==> config.mk <==
export PLATFORM = sky130hd
export DESIGN_NAME = mdc_top
export DESIGN_NICKNAME = d
export VERILOG_FILES = /design/src/mdc_pkg.sv /design/src/mdc_cmem.sv /design/src/mdc_top.sv
export VERILOG_INCLUDE_DIRS = /design/src /design/src/src
export SDC_FILE = /design/constraint.sdc
export NUM_CORES = 2
export LEC_CHECK = 0
export BUFFER_PORTS_ARGS = -buffer_cell sky130_fd_sc_hd__buf_2
export CORE_AREA = 8 8 512 463
export CTS_CLUSTER_DIAMETER = 80
export CTS_CLUSTER_SIZE = 16
export DETAILED_ROUTE_END_ITERATION = 6
export DIE_AREA = 0 0 520 471
export HOLD_SLACK_MARGIN = 0.05
export PLACE_DENSITY_LB_ADDON = 0.05
export SYNTH_ARGS = -nofsm -noshare
export SYNTH_HDL_FRONTEND = slang
export SYNTH_SLANG_ARGS = --single-unit
==> constraint.sdc <==
create_clock -name i_ref_clk -period 68.7 [get_ports i_ref_clk]
set_input_delay 3.435 -clock i_ref_clk [delete_from_list [all_inputs] [get_ports i_ref_clk]]
set_output_delay 3.435 -clock i_ref_clk [all_outputs]
set_load 0.05 [all_outputs]
==> src/mdc_consts.svh <==
// offsets, field positions and codes of the six-channel dma controller
`ifndef MDC_CONSTS_SVH
`define MDC_CONSTS_SVH
`define MDC_A_PREC   8'h54
`define MDC_A_PTR    8'h55
`define MDC_A_SDI    8'h56
`define MDC_A_SDN    8'h57
`define MDC_NCH      6
`define MDC_CH_WORDS 6'd30
`define MDC_NCOM     10
`define MDC_F_SRC    3'h0
`define MDC_F_DST    3'h1
`define MDC_F_CTR    3'h2
`define MDC_F_SFC    3'h3
`define MDC_F_MCR    3'h4
`define MDC_M_AUTO   15
`define MDC_M_INTERRUPT_MODE_BIT   14
`define MDC_M_IE     13
`define MDC_M_DW     12
`define MDC_M_ABU    11
`define MDC_M_SMOD   6
`define MDC_M_SSEL   5
`define MDC_M_DMOD   2
`define MDC_M_DSEL   1
`define MDC_P_RTE    14
`define MDC_P_HI     8
`define MDC_S_SYN    12
`define MDC_C_IDX0   2
`define MDC_C_FRI0   4
`define MDC_C_GSA    6
`define MDC_C_GDA    7
`define MDC_C_GCR    8
`define MDC_C_GFR    9
`define MDC_R_DEF    2'h0
`define MDC_R_HI23   2'h1
`define MDC_R_ALL    2'h2
`endif

==> src/mdc_pkg.sv <==
// types of the six-channel dma controller
package mdc_pkg;
  typedef enum logic [1:0] {
    MDC_IDLE = 2'b00,
    MDC_RD   = 2'b01,
    MDC_WR   = 2'b11,
    MDC_UPD  = 2'b10
  } mdc_state_t;
  typedef enum logic [1:0] {
    MDC_AM_HOLD = 2'h0,
    MDC_AM_INC  = 2'h1,
    MDC_AM_DEC  = 2'h2,
    MDC_AM_IDX  = 2'h3
  } mdc_amode_t;
  typedef logic [15:0] mdc_word_t;
endpackage

==> src/mdc_cmem.sv <==
// common subbank words: pages, indexes and global reloads
`timescale 1ns/100ps
`default_nettype none
`include "mdc_consts.svh"
module mdc_cmem
  import mdc_pkg::*;
(
  input  wire logic      i_ref_clk,
  input  wire logic      i_sys_rst,
  input  wire logic      i_we,
  input  wire logic [3:0] i_addr,
  input  wire mdc_word_t i_wdata,
  output mdc_word_t      o_rdata,
  output mdc_word_t      o_words [`MDC_NCOM]
);
  mdc_word_t mem_reg [`MDC_NCOM];

  always_ff @(posedge i_ref_clk or posedge i_sys_rst) begin
    if (i_sys_rst) begin
      for (int i = 0; i < `MDC_NCOM; i++) begin
        mem_reg[i] <= 16'h0000;
      end
    end else if (i_we && i_addr < 4'(`MDC_NCOM)) begin
      mem_reg[i_addr] <= i_wdata;
    end
  end

  always_ff @(posedge i_ref_clk or posedge i_sys_rst) begin
    if (i_sys_rst) begin
      o_rdata <= 16'h0000;
    end else begin
      o_rdata <= (i_addr < 4'(`MDC_NCOM)) ? mem_reg[i_addr] : 16'h0000;
    end
  end

  assign o_words = mem_reg;
endmodule
`default_nettype wire

==> src/mdc_top.sv <==
// six-channel dma controller with subbank register access
`timescale 1ns/100ps
`default_nettype none
`include "mdc_consts.svh"
module mdc_top
  import mdc_pkg::*;
(
  input  wire logic       i_ref_clk,
  input  wire logic       i_sys_rst,
  input  wire logic [7:0] i_mmr_addr,
  input  wire logic       i_mmr_wr,
  input  wire logic       i_mmr_rd,
  input  wire mdc_word_t  i_mmr_wdata,
  output mdc_word_t       o_mmr_rdata,
  output logic            o_mmr_rvalid,
  output logic            o_mem_req,
  output logic            o_mem_we,
  output mdc_word_t       o_mem_addr,
  output mdc_word_t       o_mem_wdata,
  input  wire logic       i_mem_ack,
  input  wire mdc_word_t  i_mem_rdata,
  input  wire logic [6:0] i_evt,
  input  wire logic       i_timer1_int,
  input  wire logic       i_port1_rx_int,
  input  wire logic       i_port1_tx_int,
  output logic            o_int_line6,
  output logic            o_int_line7,
  output logic            o_int_line10,
  output logic            o_int_line11,
  output logic            o_int_line12,
  output logic            o_int_line13
);
  // ==========================================================
  // registers
  mdc_word_t  src_reg [`MDC_NCH];
  mdc_word_t  dst_reg [`MDC_NCH];
  mdc_word_t  ctr_reg [`MDC_NCH];
  mdc_word_t  sfc_reg [`MDC_NCH];
  mdc_word_t  mcr_reg [`MDC_NCH];
  mdc_word_t  ecnt_reg [`MDC_NCH];
  mdc_word_t  prec_reg;
  mdc_word_t  ptr_reg;
  mdc_word_t  chq_reg;
  mdc_word_t  cm_rdata;
  mdc_word_t  cm_words [`MDC_NCOM];
  mdc_state_t st_reg;
  logic [5:0] pend_reg;
  logic [5:0] irq_reg;
  logic [2:0] cur_reg;
  logic [2:0] rr_hi_reg;
  logic [2:0] rr_lo_reg;
  logic       half_reg;
  logic       rd1_reg;
  logic       rdcm_reg;

  // ==========================================================
  // subbank decode
  logic [5:0] sub;
  logic [2:0] sub_ch;
  logic [2:0] sub_f;
  logic       ch_area;
  logic       sb_acc;
  logic       sb_wr;
  logic       cm_we;
  assign sub     = ptr_reg[5:0];
  assign sub_ch  = 3'(sub / 6'd5);
  assign sub_f   = 3'(sub % 6'd5);
  assign ch_area = sub < `MDC_CH_WORDS;
  assign sb_acc  = i_mmr_addr == `MDC_A_SDI || i_mmr_addr == `MDC_A_SDN;
  assign sb_wr   = i_mmr_wr && sb_acc;
  assign cm_we   = sb_wr && !ch_area;

  mdc_cmem u_cmem (
    .i_ref_clk (i_ref_clk),
    .i_sys_rst (i_sys_rst),
    .i_we      (cm_we),
    .i_addr    (4'(sub - `MDC_CH_WORDS)),
    .i_wdata   (i_mmr_wdata),
    .o_rdata   (cm_rdata),
    .o_words   (cm_words)
  );

  always_ff @(posedge i_ref_clk or posedge i_sys_rst) begin
    if (i_sys_rst) begin
      ptr_reg <= 16'h0000;
    end else if (i_mmr_wr && i_mmr_addr == `MDC_A_PTR) begin
      ptr_reg <= i_mmr_wdata;
    end else if ((i_mmr_wr || i_mmr_rd) && i_mmr_addr == `MDC_A_SDI) begin
      ptr_reg <= ptr_reg + 16'h0001;
    end
  end

  // ==========================================================
  // read path, two cycles
  always_ff @(posedge i_ref_clk or posedge i_sys_rst) begin
    if (i_sys_rst) begin
      chq_reg      <= 16'h0000;
      rd1_reg      <= 1'b0;
      rdcm_reg     <= 1'b0;
      o_mmr_rdata  <= 16'h0000;
      o_mmr_rvalid <= 1'b0;
    end else begin
      rd1_reg      <= i_mmr_rd;
      rdcm_reg     <= sb_acc && !ch_area;
      o_mmr_rvalid <= rd1_reg;
      o_mmr_rdata  <= rdcm_reg ? cm_rdata : chq_reg;
      chq_reg      <= 16'h0000;
      if (i_mmr_addr == `MDC_A_PREC) begin
        chq_reg <= prec_reg;
      end else if (i_mmr_addr == `MDC_A_PTR) begin
        chq_reg <= ptr_reg;
      end else if (sb_acc && ch_area) begin
        case (sub_f)
          `MDC_F_SRC: chq_reg <= src_reg[sub_ch];
          `MDC_F_DST: chq_reg <= dst_reg[sub_ch];
          `MDC_F_CTR: chq_reg <= ctr_reg[sub_ch];
          `MDC_F_SFC: chq_reg <= sfc_reg[sub_ch];
          default:    chq_reg <= mcr_reg[sub_ch];
        endcase
      end
    end
  end

  // ==========================================================
  // arbitration
  function automatic logic [3:0] pick(logic [5:0] m, logic [2:0] last);
    logic [3:0] r;
    logic [2:0] k;
    r = 4'h0;
    for (int i = 6; i >= 1; i--) begin
      k = 3'((int'(last) + i) % 6);
      if (m[k]) r = {1'b1, k};
    end
    return r;
  endfunction

  function automatic logic evt_hit(logic [3:0] code, logic [6:0] e);
    case (code)
      4'h1:    return e[0];
      4'h2:    return e[1];
      4'h5:    return e[2];
      4'h6:    return e[3];
      4'hd:    return e[4];
      4'he:    return e[5];
      4'hf:    return e[6];
      default: return 1'b0;
    endcase
  endfunction

  logic [5:0] req;
  logic [5:0] hi_req;
  logic [3:0] p_hi;
  logic [3:0] p_lo;
  logic [3:0] gnt;
  logic       start;
  for (genvar c = 0; c < `MDC_NCH; c++) begin : g_req
    assign req[c] = prec_reg[c] &&
      (sfc_reg[c][15:`MDC_S_SYN] == 4'h0 || pend_reg[c]);
  end
  assign hi_req = req & prec_reg[`MDC_P_HI +: 6];
  assign p_hi   = pick(hi_req, rr_hi_reg);
  assign p_lo   = pick(req & ~hi_req, rr_lo_reg);
  assign gnt    = p_hi[3] ? p_hi : p_lo;
  assign start  = st_reg == MDC_IDLE && gnt[3];

  always_ff @(posedge i_ref_clk or posedge i_sys_rst) begin
    if (i_sys_rst) begin
      pend_reg <= 6'h00;
    end else begin
      for (int c = 0; c < `MDC_NCH; c++) begin
        if (start && gnt[2:0] == 3'(c)) pend_reg[c] <= 1'b0;
        if (evt_hit(sfc_reg[c][15:`MDC_S_SYN], i_evt)) begin
          pend_reg[c] <= 1'b1;
        end
      end
    end
  end

  // ==========================================================
  // element update
  mdc_word_t  mcr;
  mdc_word_t  ctr_dec;
  logic       lastf;
  logic       lastb;
  logic       dw_first;
  logic       upd;
  logic       half_evt;
  logic       fire;
  assign mcr      = mcr_reg[cur_reg];
  assign lastf    = ctr_reg[cur_reg] == 16'h0000;
  assign lastb    = lastf && sfc_reg[cur_reg][7:0] == 8'h00;
  assign dw_first = mcr[`MDC_M_DW] && !half_reg;
  assign upd      = st_reg == MDC_UPD && !dw_first;
  assign ctr_dec  = ctr_reg[cur_reg] - 16'h0001;
  assign half_evt = !lastf && ctr_dec == {1'b0, ecnt_reg[cur_reg][15:1]};
  assign fire     = upd && mcr[`MDC_M_IE] && (lastb ||
    (mcr[`MDC_M_INTERRUPT_MODE_BIT] && (mcr[`MDC_M_ABU] ? half_evt : lastf)));

  // addresses go out as is; no processor mode bit enters here
  function automatic mdc_word_t adj(mdc_word_t a, logic [1:0] md,
                                    logic sel, logic lf, logic first);
    mdc_word_t step;
    step = lf ? cm_words[`MDC_C_FRI0 + int'(sel)]
              : cm_words[`MDC_C_IDX0 + int'(sel)];
    case (md)
      MDC_AM_HOLD: return a;
      MDC_AM_INC:  return a + 16'h0001;
      MDC_AM_DEC:  return a - 16'h0001;
      default:     return first ? a + 16'h0001 : a + step;
    endcase
  endfunction

  // ==========================================================
  // channel registers: engine update, cpu write last
  always_ff @(posedge i_ref_clk or posedge i_sys_rst) begin
    if (i_sys_rst) begin
      for (int c = 0; c < `MDC_NCH; c++) begin
        src_reg[c]  <= 16'h0000;
        dst_reg[c]  <= 16'h0000;
        ctr_reg[c]  <= 16'h0000;
        sfc_reg[c]  <= 16'h0000;
        mcr_reg[c]  <= 16'h0000;
        ecnt_reg[c] <= 16'h0000;
      end
    end else begin
      if (st_reg == MDC_UPD) begin
        src_reg[cur_reg] <= adj(src_reg[cur_reg],
          mcr[`MDC_M_SMOD +: 2], mcr[`MDC_M_SSEL], lastf, dw_first);
        dst_reg[cur_reg] <= adj(dst_reg[cur_reg],
          mcr[`MDC_M_DMOD +: 2], mcr[`MDC_M_DSEL], lastf, dw_first);
      end
      if (upd) begin
        if (lastb && mcr[`MDC_M_AUTO]) begin
          src_reg[cur_reg]       <= cm_words[`MDC_C_GSA];
          dst_reg[cur_reg]       <= cm_words[`MDC_C_GDA];
          ctr_reg[cur_reg]       <= cm_words[`MDC_C_GCR];
          ecnt_reg[cur_reg]      <= cm_words[`MDC_C_GCR];
          sfc_reg[cur_reg][7:0]  <= cm_words[`MDC_C_GFR][7:0];
        end else if (lastf) begin
          ctr_reg[cur_reg] <= ecnt_reg[cur_reg];
          if (!lastb) begin
            sfc_reg[cur_reg][7:0] <= sfc_reg[cur_reg][7:0] - 8'h01;
          end
        end else begin
          ctr_reg[cur_reg] <= ctr_dec;
        end
      end
      if (sb_wr && ch_area) begin
        case (sub_f)
          `MDC_F_SRC: src_reg[sub_ch] <= i_mmr_wdata;
          `MDC_F_DST: dst_reg[sub_ch] <= i_mmr_wdata;
          `MDC_F_CTR: begin
            ctr_reg[sub_ch]  <= i_mmr_wdata;
            ecnt_reg[sub_ch] <= i_mmr_wdata;
          end
          `MDC_F_SFC: sfc_reg[sub_ch] <= i_mmr_wdata;
          default:    mcr_reg[sub_ch] <= i_mmr_wdata;
        endcase
      end
    end
  end

  // priority/enable: block end without reload or autobuffer disables
  always_ff @(posedge i_ref_clk or posedge i_sys_rst) begin
    if (i_sys_rst) begin
      prec_reg <= 16'h0000;
    end else if (i_mmr_wr && i_mmr_addr == `MDC_A_PREC) begin
      prec_reg <= i_mmr_wdata;
    end else if (upd && lastb && !mcr[`MDC_M_AUTO] && !mcr[`MDC_M_ABU]) begin
      prec_reg[cur_reg] <= 1'b0;
    end
  end

  // ==========================================================
  // transfer engine
  always_ff @(posedge i_ref_clk or posedge i_sys_rst) begin
    if (i_sys_rst) begin
      st_reg      <= MDC_IDLE;
      cur_reg     <= 3'h0;
      half_reg    <= 1'b0;
      rr_hi_reg   <= 3'h5;
      rr_lo_reg   <= 3'h5;
      o_mem_req   <= 1'b0;
      o_mem_we    <= 1'b0;
      o_mem_addr  <= 16'h0000;
      o_mem_wdata <= 16'h0000;
    end else begin
      case (st_reg)
        MDC_IDLE: begin
          if (start) begin
            cur_reg <= gnt[2:0];
            st_reg  <= MDC_RD;
            if (p_hi[3]) rr_hi_reg <= gnt[2:0];
            else rr_lo_reg <= gnt[2:0];
          end
        end
        MDC_RD: begin
          if (!o_mem_req) begin
            o_mem_req  <= 1'b1;
            o_mem_we   <= 1'b0;
            o_mem_addr <= src_reg[cur_reg];
          end else if (i_mem_ack) begin
            o_mem_req   <= 1'b0;
            o_mem_wdata <= i_mem_rdata;
            st_reg      <= MDC_WR;
          end
        end
        MDC_WR: begin
          if (!o_mem_req) begin
            o_mem_req  <= 1'b1;
            o_mem_we   <= 1'b1;
            o_mem_addr <= dst_reg[cur_reg];
          end else if (i_mem_ack) begin
            o_mem_req <= 1'b0;
            o_mem_we  <= 1'b0;
            st_reg    <= MDC_UPD;
          end
        end
        MDC_UPD: begin
          half_reg <= dw_first;
          st_reg   <= dw_first ? MDC_RD : MDC_IDLE;
        end
        default: st_reg <= MDC_IDLE;
      endcase
    end
  end

  // ==========================================================
  // interrupts and routing onto shared lines
  logic [1:0] rte;
  logic       dma23;
  assign rte   = prec_reg[`MDC_P_RTE +: 2];
  assign dma23 = rte == `MDC_R_HI23 || rte == `MDC_R_ALL;

  always_ff @(posedge i_ref_clk or posedge i_sys_rst) begin
    if (i_sys_rst) begin
      irq_reg      <= 6'h00;
      o_int_line6  <= 1'b0;
      o_int_line7  <= 1'b0;
      o_int_line10 <= 1'b0;
      o_int_line11 <= 1'b0;
      o_int_line12 <= 1'b0;
      o_int_line13 <= 1'b0;
    end else begin
      irq_reg      <= fire ? 6'(1 << cur_reg) : 6'h00;
      o_int_line6  <= rte == `MDC_R_ALL && irq_reg[0];
      o_int_line7  <= rte == `MDC_R_ALL ? irq_reg[1] : i_timer1_int;
      o_int_line10 <= dma23 ? irq_reg[2] : i_port1_rx_int;
      o_int_line11 <= dma23 ? irq_reg[3] : i_port1_tx_int;
      o_int_line12 <= irq_reg[4];
      o_int_line13 <= irq_reg[5];
    end
  end

  // ==========================================================
  // checks
  property p_hi_first;
    @(posedge i_ref_clk) disable iff (i_sys_rst)
      start && hi_req != 6'h00 |=> prec_reg[`MDC_P_HI + int'(cur_reg)];
  endproperty
  a_hi_first: assert property (p_hi_first)
    else $error("low channel served over high");

  property p_autoinc;
    @(posedge i_ref_clk) disable iff (i_sys_rst)
      i_mmr_wr && i_mmr_addr == `MDC_A_SDI |=>
        ptr_reg == $past(ptr_reg) + 16'h0001;
  endproperty
  a_autoinc: assert property (p_autoinc)
    else $error("subbank pointer not incremented");

  property p_plain;
    @(posedge i_ref_clk) disable iff (i_sys_rst)
      i_mmr_wr && i_mmr_addr == `MDC_A_SDN |=> $stable(ptr_reg);
  endproperty
  a_plain: assert property (p_plain)
    else $error("plain data port moved pointer");

  property p_ctr_dec;
    @(posedge i_ref_clk) disable iff (i_sys_rst)
      upd && !lastf && !sb_wr |=> ctr_reg[$past(cur_reg)] == $past(ctr_dec);
  endproperty
  a_ctr_dec: assert property (p_ctr_dec)
    else $error("element counter not decremented");

  property p_reload;
    @(posedge i_ref_clk) disable iff (i_sys_rst)
      upd && lastb && mcr[`MDC_M_AUTO] && !sb_wr |=>
        src_reg[$past(cur_reg)] == cm_words[`MDC_C_GSA];
  endproperty
  a_reload: assert property (p_reload)
    else $error("source not reloaded at block end");

  property p_no_ie;
    @(posedge i_ref_clk) disable iff (i_sys_rst)
      upd && !mcr[`MDC_M_IE] |=> irq_reg == 6'h00 ##1 !o_int_line12;
  endproperty
  a_no_ie: assert property (p_no_ie)
    else $error("interrupt with enable clear");

  property p_route_def;
    @(posedge i_ref_clk) disable iff (i_sys_rst)
      rte == `MDC_R_DEF |=> o_int_line10 == $past(i_port1_rx_int) &&
        o_int_line11 == $past(i_port1_tx_int) && !o_int_line6;
  endproperty
  a_route_def: assert property (p_route_def)
    else $error("default routing broken");

  property p_sync;
    @(posedge i_ref_clk) disable iff (i_sys_rst)
      start && sfc_reg[gnt[2:0]][15:`MDC_S_SYN] != 4'h0 |->
        pend_reg[gnt[2:0]] ##1 st_reg == MDC_RD;
  endproperty
  a_sync: assert property (p_sync)
    else $error("synced channel started without event");
endmodule
`default_nettype wire

==> flow_summary.json <==
{
  "grt_usage": 0.271,
  "place.port_buffers": 111,
  "grt_pass1_wl_microns": 469000,
  "initial_core_util": 0.248,
  "synth_top_cell_by_area": "dfrtp_1",
  "clockRootBuffer": "clkbuf_16",
  "hold_buffers": 0,
  "async_reset_ff_frac": 1.00,
  "syn_inst": 6311,
  "wire_per_inst_microns": 36.9,
  "fp.dieW_microns": 520,
  "drv_cap": 0,
  "synth_top_area_share": 0.388,
  "totalPowerFinal_mw": 2.71,
  "fin_crit_sh": 0.127,
  "synth_top_flop_cell": "dfrtp_1",
  "gp_congestion": 0.886,
  "leakage_nw": 27.0,
  "viasPerCell": 5.86,
  "crit_fanout": 75,
  "crit_required_ns": 69.38,
  "slowest_delay_ns": 0.90,
  "chipHeight_microns": 471,
  "fin_skew_ns": 0.0383,
  "synthDistinctLibCells": 119,
  "hold_violations": 0,
  "slew_headroom": 0.0545,
  "ys_seq_elements": 883,
  "ir_drop_mv": 0.0234,
  "final_nets": 6368,
  "highest_layer": "met5",
  "core_sq_um": 229000,
  "timing_worst_setup_path_type": "reg -> reg",
  "synth_edf_count": 0,
  "setup_tns_ns": 0,
  "wl_microns": 345000,
  "wl_met1_microns": 160000,
  "netlist_top_cells_count": "nand2_1 (880), dfrtp_1 (879), nor2_1 (527), a21oi_1 (501), o21ai_0 (467)",
  "vias": 54900,
  "path_cells": "buf_12 > buf_4 > mux4_2 > a22o_1 > inv_1 > ha_1 > nand4_2 > nor3_4 > buf_4 > buf_4 > a21oi_1 > ha_1 > fa_1 > a21o_1 > a21oi_1 > o21ai_0 > a311o_1 > a31oi_1 > mux2i_1 > a311oi_1 > a211oi_2 > a21oi_1 > nor3_1",
  "power_density_nw_per_um2": 42.1,
  "drive_gt1_frac": 0.184,
  "synth_area_leaders": "dfrtp_1 (39%), mux2_2 (7.0%), nand2_1 (5.8%)",
  "largest_reg_flops": 160,
  "slew_violations": 0,
  "finalCoreUtilization": 0.282,
  "tritoncts.num_buffers": 93,
  "cts.sinks": 883,
  "crit_path_end_kind": "register",
  "grt_pass1_vias": 52100,
  "routed-wl-met3_microns": 24800,
  "dr.pass1.iters": 6,
  "min_path_type": "reg -> reg",
  "grt_max_degree": 134,
  "grt_overflow": 0,
  "rsz0062_at_grt": "false",
  "yosys.cell_count.top_type": "nand2_1",
  "drc": 0,
  "antenna_found_initial": 43,
  "avgSynthCellArea_sq_um": 8.99,
  "synth_nets": 6442,
  "post_cts_buffers": 0,
  "worst-slew-pin-transition_ns": 1.41,
  "max_freq_ghz": 0.115,
  "dp_hpwl_microns": 231000,
  "yosysSeqAreaShare": 0.390,
  "worstPathArrival_ns": 9.40,
  "setup-violations-final": 0,
  "io_pins": 112,
  "dr_wl_met2_microns": 148000,
  "cts_buffer_depth": 3,
  "n_fill_cell": 24300,
  "ff_latch_area_sq_um": 22100,
  "htree_levels": 3,
  "fin_crit_ns": 8.72,
  "multi_input_area_sq_um": 32500,
  "cts-resized-gates": 0,
  "drt_iter0_drc": 6944,
  "path_clk_slew_ns": 0.08,
  "layout-area-overhead-vs-synth_pct": 13.5,
  "fp.dieArea_sq_um": 245000,
  "slowest_stage": "dfrtp_4",
  "clk_latency_ns": 0.78,
  "row_count": 167,
  "critPathLaunchType": "register",
  "status": "finished, final reports clean",
  "cts_tree": "done",
  "syn-cell-area_sq_um": 56700,
  "postRouteAntennaNets": 0,
  "ys_warn_count": 0
}
worst max-delay path, delay by kind of cell, from the launching register on:
family	cells	cell delay, ns
AO/OA/AOI/OAI	10	2.60
buffers and inverters	5	2.18
adder cells (fa/ha/maj)	3	0.92
flip-flops	1	0.90
multiplexers	2	0.87
AND/OR/NAND/NOR	3	0.84
cell type report:
cell class / count / area share
antenna: 14 / 0.000544
clock buffer: 106 / 0.0383
clock inverter: 65 / 0.0128
inverter: 81 / 0.00488
multi-input combinational: 4832 / 0.504
sequential: 883 / 0.343
tap: 3042 / 0.0591
timing repair buffer: 346 / 0.0372
kinds of logic after synthesis:
logic type	after synthesis	share of synthesized area
AOI/OAI and AO/OA	1957	0.221
xor gates and xnor gates	97	0.0152
adders and majority gates	76	0.0170
buffers and inverters	596	0.0456
DFF	883	0.390
muxes	686	0.153
and+or+nand+nor	2016	0.159
metal layers:
metal  track usage  vias up
met4        0.0803        8
met3        0.0448      491
li1              -    23100
met2         0.408     2629
met5             0        -
met1         0.396    28700
stage by stage:
step	hold WS (ns)	setup slack, ns	instances	cell area [sq um]
2_1_floorplan	0.331	40.45	6311	56700
3_3_place_gp	0.339	60.19	9184	61100
3_5_place_dp	0.341	60.12	9184	61100
4_1_cts	0.354	60.10	9355	64400
5_1_grt	0.376	59.60	9355	64400
6_report	0.351	59.98	9369	64400
report_power, final:
part / total, mW / leakage (nW) / switching [mW] / internal, mW
clock: 0.580 / 1.61 / 0.282 / 0.298
combinational: 1.43 / 14.8 / 0.996 / 0.435
sequential: 0.703 / 10.6 / 0.0983 / 0.605
worst paths after layout:
| check | start | endpoint | slack, ns | depth (start not counted) |
|---|---|---|---|---|
| hold / removal | irq_reg[4] | o_int_line12 | 0.35 | 0 |
| min in group asynchronous | i_sys_rst | u_cmem.o_words[148] | 2.72 | 2 |
| max in group asynchronous | i_sys_rst | ecnt_reg[42] | 62.33 | 6 |
| setup / recovery | cur_reg[0] | src_reg[94] | 59.98 | 23 |
| setup reg to reg | cur_reg[0] | src_reg[94] | 59.98 | 23 |
| hold reg to reg | irq_reg[4] | o_int_line12 | 0.35 | 0 |
placed cells by master, fill, tap and decap left out, types with 134 or more instances in the layout:
cell	n
mux2i_1	219
nand3_1	137
mux2_2	354
a211oi_1	134
nor2_1	490
nand2_1	867
o21ai_0	464
buf_4	229
nor3_1	134
a21oi_1	497
dfrtp_1	875
No activity file was read; power rests on OpenSTA's default activity.
